==> config.mk <==
export PLATFORM = sky130hd
export DESIGN_NAME = nvc_host
export DESIGN_NICKNAME = d
export VERILOG_FILES = /design/src/nvc_pkg.sv /design/src/nvc_cycle.sv /design/src/nvc_host.sv
export SDC_FILE = /design/constraint.sdc
export NUM_CORES = 1
export LEC_CHECK = 0
export BUFFER_PORTS_ARGS = -buffer_cell sky130_fd_sc_hd__buf_2
export CAP_MARGIN = 20
export CORE_ASPECT_RATIO = 1.75
export CORE_UTILIZATION = 50
export CTS_CLUSTER_SIZE = 20
export DETAILED_ROUTE_END_ITERATION = 10
export PLACE_DENSITY = 0.81
export SLEW_MARGIN = 20
export SYNTH_ARGS = -nofsm -noshare
export SYNTH_HDL_FRONTEND = slang
export SYNTH_SLANG_ARGS = --single-unit
==> constraint.sdc <==
create_clock -name mclk -period 2.4 [get_ports mclk]
set_clock_uncertainty 0.2 [all_clocks]
set_input_delay 0 -clock mclk [delete_from_list [all_inputs] [get_ports mclk]]
set_output_delay 0 -clock mclk [all_outputs]
set_load 0.02 [all_outputs]
==> src/nvc_pkg.sv <==
// Constants, command and pin types for the host-side controller of a
// byte-wide shadowed static RAM. Assumes a 125 MHz mclk.
package nvc_pkg;

    // Clock
    localparam int CLK_NS = 8;

    // Pin timing of one access, slowest speed grade
    localparam int ACC_NS = 55;
    localparam int WP_NS = 40;
    localparam int HZ_NS = 20;
    localparam int SYNC_STAGES = 2;
    localparam int ACC_CYC = (ACC_NS + CLK_NS - 1) / CLK_NS;
    localparam int RD_CYC = ACC_CYC + SYNC_STAGES;
    localparam int WP_CYC = (WP_NS + CLK_NS - 1) / CLK_NS;
    localparam int HZ_CYC = (HZ_NS + CLK_NS - 1) / CLK_NS;

    // Hardware save request: hold the pin until the device has taken it over
    localparam int HSB_BL_NS = 300;
    localparam int HSB_HOLD_CYC = (HSB_BL_NS + CLK_NS - 1) / CLK_NS;
    localparam int HSB_SETTLE_CYC = SYNC_STAGES + 1;

    // Nonvolatile durations (maxima the host must wait out)
    localparam int SAVE_MS = 10;
    localparam int LOAD_US = 20;
    localparam int PWRUP_US = 550;
    localparam int DRAIN_US = 1;
    localparam int SAVE_CYC = (SAVE_MS * 1000000 + CLK_NS - 1) / CLK_NS;
    localparam int LOAD_CYC = (LOAD_US * 1000 + CLK_NS - 1) / CLK_NS;
    localparam int PWRUP_CYC = (PWRUP_US * 1000 + CLK_NS - 1) / CLK_NS;
    localparam int WAIT_W = 21;

    // Six-read mode sequence on the low fourteen address bits
    localparam int SEQ_LEN = 6;
    localparam logic [4:0][13:0] SEQ_PREFIX = {14'h303F, 14'h3C1F, 14'h03E0,
                                               14'h31C7, 14'h0E38};
    localparam logic [13:0] SEQ_SAVE_LAST = 14'h0FC0;
    localparam logic [13:0] SEQ_LOAD_LAST = 14'h0C63;

    // Memory geometry
    localparam int ADDR_W = 15;
    localparam int DATA_W = 8;

    typedef enum logic [2:0] {
        NVC_OP_READ,
        NVC_OP_WRITE,
        NVC_OP_SW_SAVE,
        NVC_OP_SW_LOAD,
        NVC_OP_HW_SAVE
    } nvc_op_t;

    typedef struct packed {
        nvc_op_t op;
        logic [ADDR_W-1:0] addr;
        logic [DATA_W-1:0] wdata;
    } nvc_cmd_t;

    typedef struct packed {
        logic ce_n;
        logic we_n;
        logic oe_n;
        logic [ADDR_W-1:0] addr_lines;
    } nvc_pins_t;

endpackage

==> src/nvc_cycle.sv <==
// One chip-select-controlled read or write cycle on the memory pins.
// Assumes the caller pulses start only while busy is low.
`timescale 1ns/10ps
`default_nettype none

module nvc_cycle (
    // Clock and reset
    input wire logic mclk,
    input wire logic reset_n,
    // Request
    input wire logic start,
    input wire logic is_write,
    input wire logic [nvc_pkg::ADDR_W-1:0] addr,
    input wire logic [nvc_pkg::DATA_W-1:0] wdata,
    output logic busy,
    output logic done,
    output logic [nvc_pkg::DATA_W-1:0] rdata_q,
    // Memory pins
    output nvc_pkg::nvc_pins_t pins_q,
    output logic [nvc_pkg::DATA_W-1:0] byte_lines_o_q,
    output logic byte_lines_oe_q,
    input wire logic [nvc_pkg::DATA_W-1:0] byte_lines_i
);

    typedef enum {PH_IDLE, PH_SETUP, PH_STROBE, PH_RECOV} nvc_phase_t;

    nvc_phase_t phase_q;
    logic [3:0] cnt_q;
    logic wr_q;
    logic [nvc_pkg::DATA_W-1:0] dq_meta_q;
    logic [nvc_pkg::DATA_W-1:0] dq_sync_q;

    wire cnt_zero = (cnt_q == 4'h0);
    assign busy = (phase_q != PH_IDLE);
    assign done = (phase_q == PH_RECOV) && cnt_zero;

    // Two stages before the read data is looked at
    always_ff @(posedge mclk or negedge reset_n) begin
        if (!reset_n) begin
            dq_meta_q <= 8'h00;
            dq_sync_q <= 8'h00;
        end else begin
            dq_meta_q <= byte_lines_i;
            dq_sync_q <= dq_meta_q;
        end
    end

    always_ff @(posedge mclk or negedge reset_n) begin
        if (!reset_n) begin
            phase_q <= PH_IDLE;
            cnt_q <= 4'h0;
            wr_q <= 1'b0;
            rdata_q <= 8'h00;
            pins_q <= '{ce_n: 1'b1, we_n: 1'b1, oe_n: 1'b1, addr_lines: 15'h0000};
            byte_lines_o_q <= 8'h00;
            byte_lines_oe_q <= 1'b0;
        end else begin
            case (phase_q)
                PH_IDLE: begin
                    if (start) begin
                        // Address settles with chip select still high
                        pins_q.addr_lines <= addr;
                        wr_q <= is_write;
                        byte_lines_o_q <= wdata;
                        phase_q <= PH_SETUP;
                    end
                end
                PH_SETUP: begin
                    // Write strobe falls with select, so outputs never turn on
                    pins_q.ce_n <= 1'b0;
                    pins_q.we_n <= !wr_q;
                    pins_q.oe_n <= wr_q;
                    byte_lines_oe_q <= wr_q;
                    cnt_q <= wr_q ? 4'(nvc_pkg::WP_CYC - 1) : 4'(nvc_pkg::RD_CYC - 1);
                    phase_q <= PH_STROBE;
                end
                PH_STROBE: begin
                    cnt_q <= cnt_q - 4'h1;
                    if (cnt_zero) begin
                        if (!wr_q) begin
                            rdata_q <= dq_sync_q;
                        end
                        // Select rises and ends a write; data held one more phase
                        pins_q.ce_n <= 1'b1;
                        pins_q.we_n <= 1'b1;
                        pins_q.oe_n <= 1'b1;
                        cnt_q <= 4'(nvc_pkg::HZ_CYC - 1);
                        phase_q <= PH_RECOV;
                    end
                end
                PH_RECOV: begin
                    cnt_q <= cnt_q - 4'h1;
                    if (cnt_zero) begin
                        byte_lines_oe_q <= 1'b0;
                        phase_q <= PH_IDLE;
                    end
                end
                default: phase_q <= PH_IDLE;
            endcase
        end
    end
endmodule

`default_nettype wire

==> src/nvc_host.sv <==
// Host controller for a byte-wide static RAM shadowed by nonvolatile cells:
// plain reads and writes, six-read software save and load, hardware save
// over the shared open-drain busy pin, and the power-up load wait.
// Assumes the memory pins are wired directly and the busy pin has a pull-up.
`timescale 1ns/10ps
`default_nettype none

module nvc_host #(
    parameter int SAVE_CYC = nvc_pkg::SAVE_CYC,
    parameter int PWRUP_CYC = nvc_pkg::PWRUP_CYC
) (
    // Clock and reset
    input wire logic mclk,
    input wire logic reset_n,
    // Command port
    input wire logic cmd_valid,
    output logic cmd_ready,
    input wire nvc_pkg::nvc_cmd_t cmd,
    output logic rsp_valid_q,
    output logic [nvc_pkg::DATA_W-1:0] rsp_data,
    output logic busy,
    // Memory control and address pins
    output nvc_pkg::nvc_pins_t pins,
    // Data pins
    output logic [nvc_pkg::DATA_W-1:0] byte_lines_o,
    output logic byte_lines_oe,
    input wire logic [nvc_pkg::DATA_W-1:0] byte_lines_i,
    // Open-drain save request and busy pin
    input wire logic hw_store_busy_n_i,
    output logic hw_store_busy_n_o,
    output logic hw_store_busy_n_oe
);

    typedef enum {ST_PWRUP, ST_IDLE, ST_ACCESS, ST_SEQ, ST_NVWAIT,
                  ST_HSB_DRIVE, ST_HSB_WAIT} nvc_state_t;

    localparam int W = nvc_pkg::WAIT_W;

    nvc_state_t state_q;
    logic [W-1:0] wait_q;
    logic [2:0] seq_idx_q;
    logic load_q;
    logic acc_wr_q;
    logic hsb_meta_q;
    logic hsb_sync_q;
    logic hsb_oe_q;

    logic cyc_busy;
    logic cyc_done;
    logic [nvc_pkg::DATA_W-1:0] cyc_rdata;

    // Address of one step of the mode sequence; the top bit is driven low
    function automatic logic [nvc_pkg::ADDR_W-1:0] seq_addr(input logic [2:0] idx,
                                                          input logic load);
        logic [13:0] low;
        low = nvc_pkg::SEQ_SAVE_LAST;
        if (idx < 3'(nvc_pkg::SEQ_LEN - 1)) begin
            low = nvc_pkg::SEQ_PREFIX[idx];
        end else if (load) begin
            low = nvc_pkg::SEQ_LOAD_LAST;
        end
        return {1'b0, low};
    endfunction

    wire idle = (state_q == ST_IDLE);
    wire wait_zero = (wait_q == '0);
    wire cmd_fire = cmd_valid && cmd_ready;
    wire cmd_is_rw = (cmd.op == nvc_pkg::NVC_OP_READ) || (cmd.op == nvc_pkg::NVC_OP_WRITE);
    wire seq_last = (seq_idx_q == 3'(nvc_pkg::SEQ_LEN - 1));

    // Nothing is started while any save holds the busy pin low
    assign cmd_ready = idle && hsb_sync_q;
    assign busy = !idle;

    // Each sequence read is its own select cycle, strobe held high
    wire cyc_start = (idle && cmd_fire && cmd_is_rw) ||
                     ((state_q == ST_SEQ) && !cyc_busy);
    wire cyc_write = idle && (cmd.op == nvc_pkg::NVC_OP_WRITE);
    wire [nvc_pkg::ADDR_W-1:0] cyc_addr = (state_q == ST_SEQ) ?
                                          seq_addr(seq_idx_q, load_q) : cmd.addr;

    assign rsp_data = cyc_rdata;
    assign hw_store_busy_n_o = 1'b0;
    assign hw_store_busy_n_oe = hsb_oe_q;

    always_ff @(posedge mclk or negedge reset_n) begin
        if (!reset_n) begin
            hsb_meta_q <= 1'b1;
            hsb_sync_q <= 1'b1;
        end else begin
            hsb_meta_q <= hw_store_busy_n_i;
            hsb_sync_q <= hsb_meta_q;
        end
    end

    always_ff @(posedge mclk or negedge reset_n) begin
        if (!reset_n) begin
            state_q <= ST_PWRUP;
            wait_q <= W'(PWRUP_CYC - 1);
            seq_idx_q <= 3'h0;
            load_q <= 1'b0;
            acc_wr_q <= 1'b0;
            rsp_valid_q <= 1'b0;
            hsb_oe_q <= 1'b0;
        end else begin
            rsp_valid_q <= (state_q == ST_ACCESS) && cyc_done && !acc_wr_q;
            if (!wait_zero) begin
                wait_q <= wait_q - W'(1);
            end
            case (state_q)
                ST_PWRUP: begin
                    // Select and strobe stay high until the power-up load is over
                    if (wait_zero) begin
                        state_q <= ST_IDLE;
                    end
                end
                ST_IDLE: begin
                    if (cmd_fire) begin
                        acc_wr_q <= (cmd.op == nvc_pkg::NVC_OP_WRITE);
                        load_q <= (cmd.op == nvc_pkg::NVC_OP_SW_LOAD);
                        seq_idx_q <= 3'h0;
                        if (cmd_is_rw) begin
                            state_q <= ST_ACCESS;
                        end else if (cmd.op == nvc_pkg::NVC_OP_HW_SAVE) begin
                            hsb_oe_q <= 1'b1;
                            wait_q <= W'(nvc_pkg::HSB_HOLD_CYC - 1);
                            state_q <= ST_HSB_DRIVE;
                        end else begin
                            state_q <= ST_SEQ;
                        end
                    end
                end
                ST_ACCESS: begin
                    if (cyc_done) begin
                        state_q <= ST_IDLE;
                    end
                end
                ST_SEQ: begin
                    // No other access is let in between the six reads
                    if (cyc_done) begin
                        seq_idx_q <= seq_idx_q + 3'h1;
                        if (seq_last) begin
                            wait_q <= load_q ? W'(nvc_pkg::LOAD_CYC - 1) : W'(SAVE_CYC - 1);
                            state_q <= ST_NVWAIT;
                        end
                    end
                end
                ST_NVWAIT: begin
                    if (wait_zero) begin
                        state_q <= ST_IDLE;
                    end
                end
                ST_HSB_DRIVE: begin
                    if (wait_zero) begin
                        hsb_oe_q <= 1'b0;
                        wait_q <= W'(nvc_pkg::HSB_SETTLE_CYC - 1);
                        state_q <= ST_HSB_WAIT;
                    end
                end
                ST_HSB_WAIT: begin
                    // Device may skip an unneeded save, so the pin may already be high
                    if (wait_zero && hsb_sync_q) begin
                        state_q <= ST_IDLE;
                    end
                end
                default: state_q <= ST_IDLE;
            endcase
        end
    end

    nvc_cycle u_cycle (
        .mclk(mclk),
        .reset_n(reset_n),
        .start(cyc_start),
        .is_write(cyc_write),
        .addr(cyc_addr),
        .wdata(cmd.wdata),
        .busy(cyc_busy),
        .done(cyc_done),
        .rdata_q(cyc_rdata),
        .pins_q(pins),
        .byte_lines_o_q(byte_lines_o),
        .byte_lines_oe_q(byte_lines_oe),
        .byte_lines_i(byte_lines_i)
    );
endmodule

`default_nettype wire

==> results.py <==
metrics = {
    "clock_network": {
        "cts_tree": "built",
        "worst_case_clock_buffer_depth": 2,
        "numClockSinks": 91,
        "ctsHtreeMaxLevel": 3,
        "clkTransAtPathRegs_ns": 0.06,
        "cts_made_buffers": 9,
        "clkLatencyLatePin_ns": 0.33,
        "cts_root_buffer": "clkbuf_16",
    },
    "timing": {
        "setup_viol_count_final": 0,
        "final-hold-violation-count": 0,
        "timing_max_transition_violations_final": 0,
        "achievable-frequency_mhz": 430,
        "maxSlewHeadroom_pct": 62.2,
        "hold_slack_ns": 0.108,
        "rsz0062_at_grt": "no",
        "layout_worst_path_cycle_share_pct": 96.8,
        "finalCriticalPeriod_ns": 2.32,
        "max_slew.worst_pin.slew_ns": 0.553,
    },
    "die": {
        "fp.dieW_um": 71.6,
        "die_footprint_um2": 8860,
        "initial_core_util_pct": 51.3,
        "fp.coreArea_um2": 8260,
        "rows": 44,
        "num_io_pins": 78,
        "fp.dieH_um": 124,
    },
    "route": {
        "maxUsedRoutingLayer": "met4",
        "met3_wl_um": 324,
        "detailroute.via_count": 3586,
        "wire_length_reported_by_the_detailed_router_um": 10300,
        "detail_route.vias_per_cell": 5.65,
        "antenna_violating_nets_post_route": 0,
        "drc": 0,
        "drt_pre_antenna_iters": 4,
        "drt_iter0_markers": 229,
        "met2_length_um": 5860,
        "met1Wirelength_um": 3770,
        "wire_per_inst_um": 16.2,
    },
    "grt": {
        "wire_length_of_the_first_global_routing_pass_um": 16600,
        "remaining_global_route_overflow": 0,
        "groute.usage.overall_pct": 24.7,
        "grt_antenna_before_repair": 0,
        "grt_pass1_vias": 3674,
        "largest_net_degree_at_the_start_of_global_routing": 51,
    },
    "critical_path": {
        "cp_max_fo": 6,
        "required_ns": 2.47,
        "timing.critical_path.max_delay_family": "buffers and inverters",
        "crit_buf_inv": 2,
        "path_class": "flip-flop to flip-flop",
        "cp-end-kind": "flip-flop",
        "crit_path_top_delay_cell": "dlygate4sd3_1",
        "worstPathCellList": "or3b_1 > buf_4 > or2_4 > o31ai_1 > dlygate4sd3_1",
        "worstPathArrival_ns": 2.40,
        "timing.critical_path.slowest_cell_delay_ns": 0.58,
        "setup.worst_path.start_class": "flip-flop",
    },
    "placed_design": {
        "cell_total_after_placement": 576,
        "place_congestion": 0.863,
        "numPortBuffers": 76,
        "hpwlAfterDp_um": 6800,
    },
    "synthesis": {
        "postSynthCellCount": 403,
        "synth_area_per_cell_um2": 10.5,
        "yosysWarnings": 0,
        "proportion_of_synthesized_chip_area_in_sequential_cells_pct": 54.1,
        "synthDominantCellAreaShare_pct": 46.7,
        "postSynthNetCount": 453,
        "asr_flop_ratio_synth_pct": 100,
        "synth_cell_types": 62,
        "synth.cell_area_um2": 4240,
        "synthTopCellsByArea": "dfrtp_1 (47%), dfstp_2 (7.4%), o21ai_0 (4.3%)",
        "postSynth.topFlopCell": "dfrtp_1",
        "synth_edf_count": 0,
        "synth_top_area_cell": "dfrtp_1",
        "postSynthRegisterBits": 91,
    },
    "pwr": {
        "power.total_mw": 3.10,
        "cellLeakagePower_nw": 2.60,
        "pwr-share-comb_pct": 4.3,
        "net-switching-power_mw": 0.633,
        "cell_internal_pwr_mw": 2.46,
        "power_per_cell_area_nw_per_um2": 552,
        "clkPwrFrac_pct": 45.5,
        "switching_share_pct": 20.4,
        "power.sequential.fraction_pct": 50.2,
        "max-vdd-ir-drop_v": 0.000334,
    },
    "final_layout": {
        "layout.cells.non_filler": 635,
        "finalNetCount": 588,
        "number_of_fill_cells_in_the_layout": 563,
        "layout.core_utilization_pct": 67.9,
        "drive_above_1_share_pct": 30.9,
        "area_of_the_multi_input_gates_um2": 1830,
        "area_delta_synth_final_pct": 32.4,
        "seqCellArea_um2": 2290,
        "insertedDiodeCount": 0,
    },
    "outcome": {
        "status": "finished clean",
    },
    "job": {
        "max_cap_viol_count": 0,
    },
    "hold_path": {
        "hold_class": "input pin to flip-flop",
    },
}
## Yosys cell counts, types with 2 or more instances
master,instances
nand2b_1,5
o22ai_1,3
nor2_1,32
or3_4,2
or4_1,2
nor3_1,6
xor2_1,7
dfstp_2,12
o31a_1,2
o211ai_1,2
o31ai_1,10
xnor2_1,7
mux2_1,2
a2111oi_0,2
mux2i_1,2
nand2_1,44
ha_1,12
or3_1,2
o21ai_0,36
a31oi_1,2
dfrtp_1,79
clkbuf_1,15
nor4_1,6
nor2b_1,3
buf_4,2
o21ai_2,2
a21oi_1,28
mux2_2,16
a22oi_1,2
nor3b_2,2
or2_2,4
nand3_1,6
a211oi_1,4
and2_1,2
or2_1,2
inv_1,12
## cells by family (layout without fill, tap and decap cells)
kind of cell / count (synthesis) / count (layout) / synth area share (%)
AND/OR/NAND/NOR: 129 / 129 / 15.6
other: 1 / 1 / 0.0885
flip-flops: 91 / 91 / 54.1
adder cells (fa/ha/maj): 12 / 12 / 3.54
buffers and inverters: 31 / 171 / 3.13
multiplexers: 21 / 21 / 5.61
XOR/XNOR: 14 / 14 / 2.90
AO/OA/AOI/OAI: 104 / 104 / 15.0
## layout make-up
type                       count  area share, %
sequential                    91           40.9
multi-input combinational    281           32.6
inverter                      12          0.803
timing repair buffer         143           18.3
clock inverter                 5           1.07
tap                           92           2.05
clock buffer                  11           4.33
## layer usage
metal  vias up  track usage, %
li1       1697               -
met1      1776            24.6
met2        85            46.4
met3        28            4.69
met4         0            15.2
met5         -               0
## through the flow
| stage | TNS (ns) | instance area (um^2) | setup slack [ns] |
|---|---|---|---|
| 3_5_place_dp | -0.0116 | 4870 | -0.0116 |
| 4_1_cts | 0 | 5590 | 0.0202 |
| 2_1_floorplan | 0 | 4240 | 0.0964 |
| 3_3_place_gp | 0 | 4870 | 0.0892 |
| 5_1_grt | 0 | 5610 | 0.0192 |
| 6_report | 0 | 5610 | 0.0761 |
## repair_timing
item	4_1_cts	5_1_grt
setup endpoints to repair	2	3
hold buffers	41	0
resized for setup	1	5
buffers inserted	0	2
endpoints found under the hold margin	127	0
## flip-flops by register name, summed over array words and instances, names as in the netlist
register / cells
hsb_meta_q: 1
u_cycle.wr_q: 1
load_q: 1
hw_store_busy_n_oe: 1
u_cycle.dq_meta_q: 8
seq_idx_q: 3
u_cycle.pins_q: 18
state_q: 3
u_cycle.byte_lines_o_q: 8
rsp_valid_q: 1
acc_wr_q: 1
u_cycle.byte_lines_oe_q: 1
u_cycle.dq_sync_q: 8
hsb_sync_q: 1
wait_q: 21
u_cycle.phase_q: 2
u_cycle.cnt_q: 4
u_cycle.rdata_q: 8
## cells in the final DEF (no fill, tap or decap), drive strengths merged, types with 7 or more instances in the layout
| cell type | instances |
|---|---|
| a21oi | 29 |
| xnor2 | 7 |
| o21ai | 39 |
| dlygate4sd3 | 41 |
| ha | 12 |
| inv | 14 |
| nor2 | 33 |
| dfrtp | 79 |
| nand2 | 44 |
| clkbuf | 11 |
| nor3 | 8 |
| o31ai | 10 |
| buf | 102 |
| mux2 | 19 |
| dfstp | 12 |
| xor2 | 7 |
## power by group through the flow
stage / Clock (mW) / Sequential (mW) / Combinational [mW]
2_1_floorplan: 0 / 1.58 / 0.0138
3_3_place_gp: 0 / 1.58 / 0.0783
6_report: 1.41 / 1.56 / 0.133
4_1_cts: 1.43 / 1.56 / 0.132
5_1_grt: 1.50 / 1.56 / 0.149
3_5_place_dp: 0 / 1.58 / 0.0814
## final timing paths
| path | startpoint | endpoint | slack, ns | depth (start not counted) |
|---|---|---|---|---|
| max in group asynchronous | reset_n | u_cycle.pins_q[12] | 0.53 | 4 |
| worst min register to register | u_cycle.dq_meta_q[1] | u_cycle.dq_sync_q[1] | 0.15 | 0 |
| min in group asynchronous | reset_n | u_cycle.pins_q[2] | 0.50 | 3 |
| worst max register to register | state_q[2] | load_q | 0.08 | 5 |
| worst min-delay path | hw_store_busy_n_i | hsb_meta_q | 0.11 | 2 |
| worst max-delay path | state_q[2] | load_q | 0.08 | 5 |
Power figures use the tool's default switching activity.
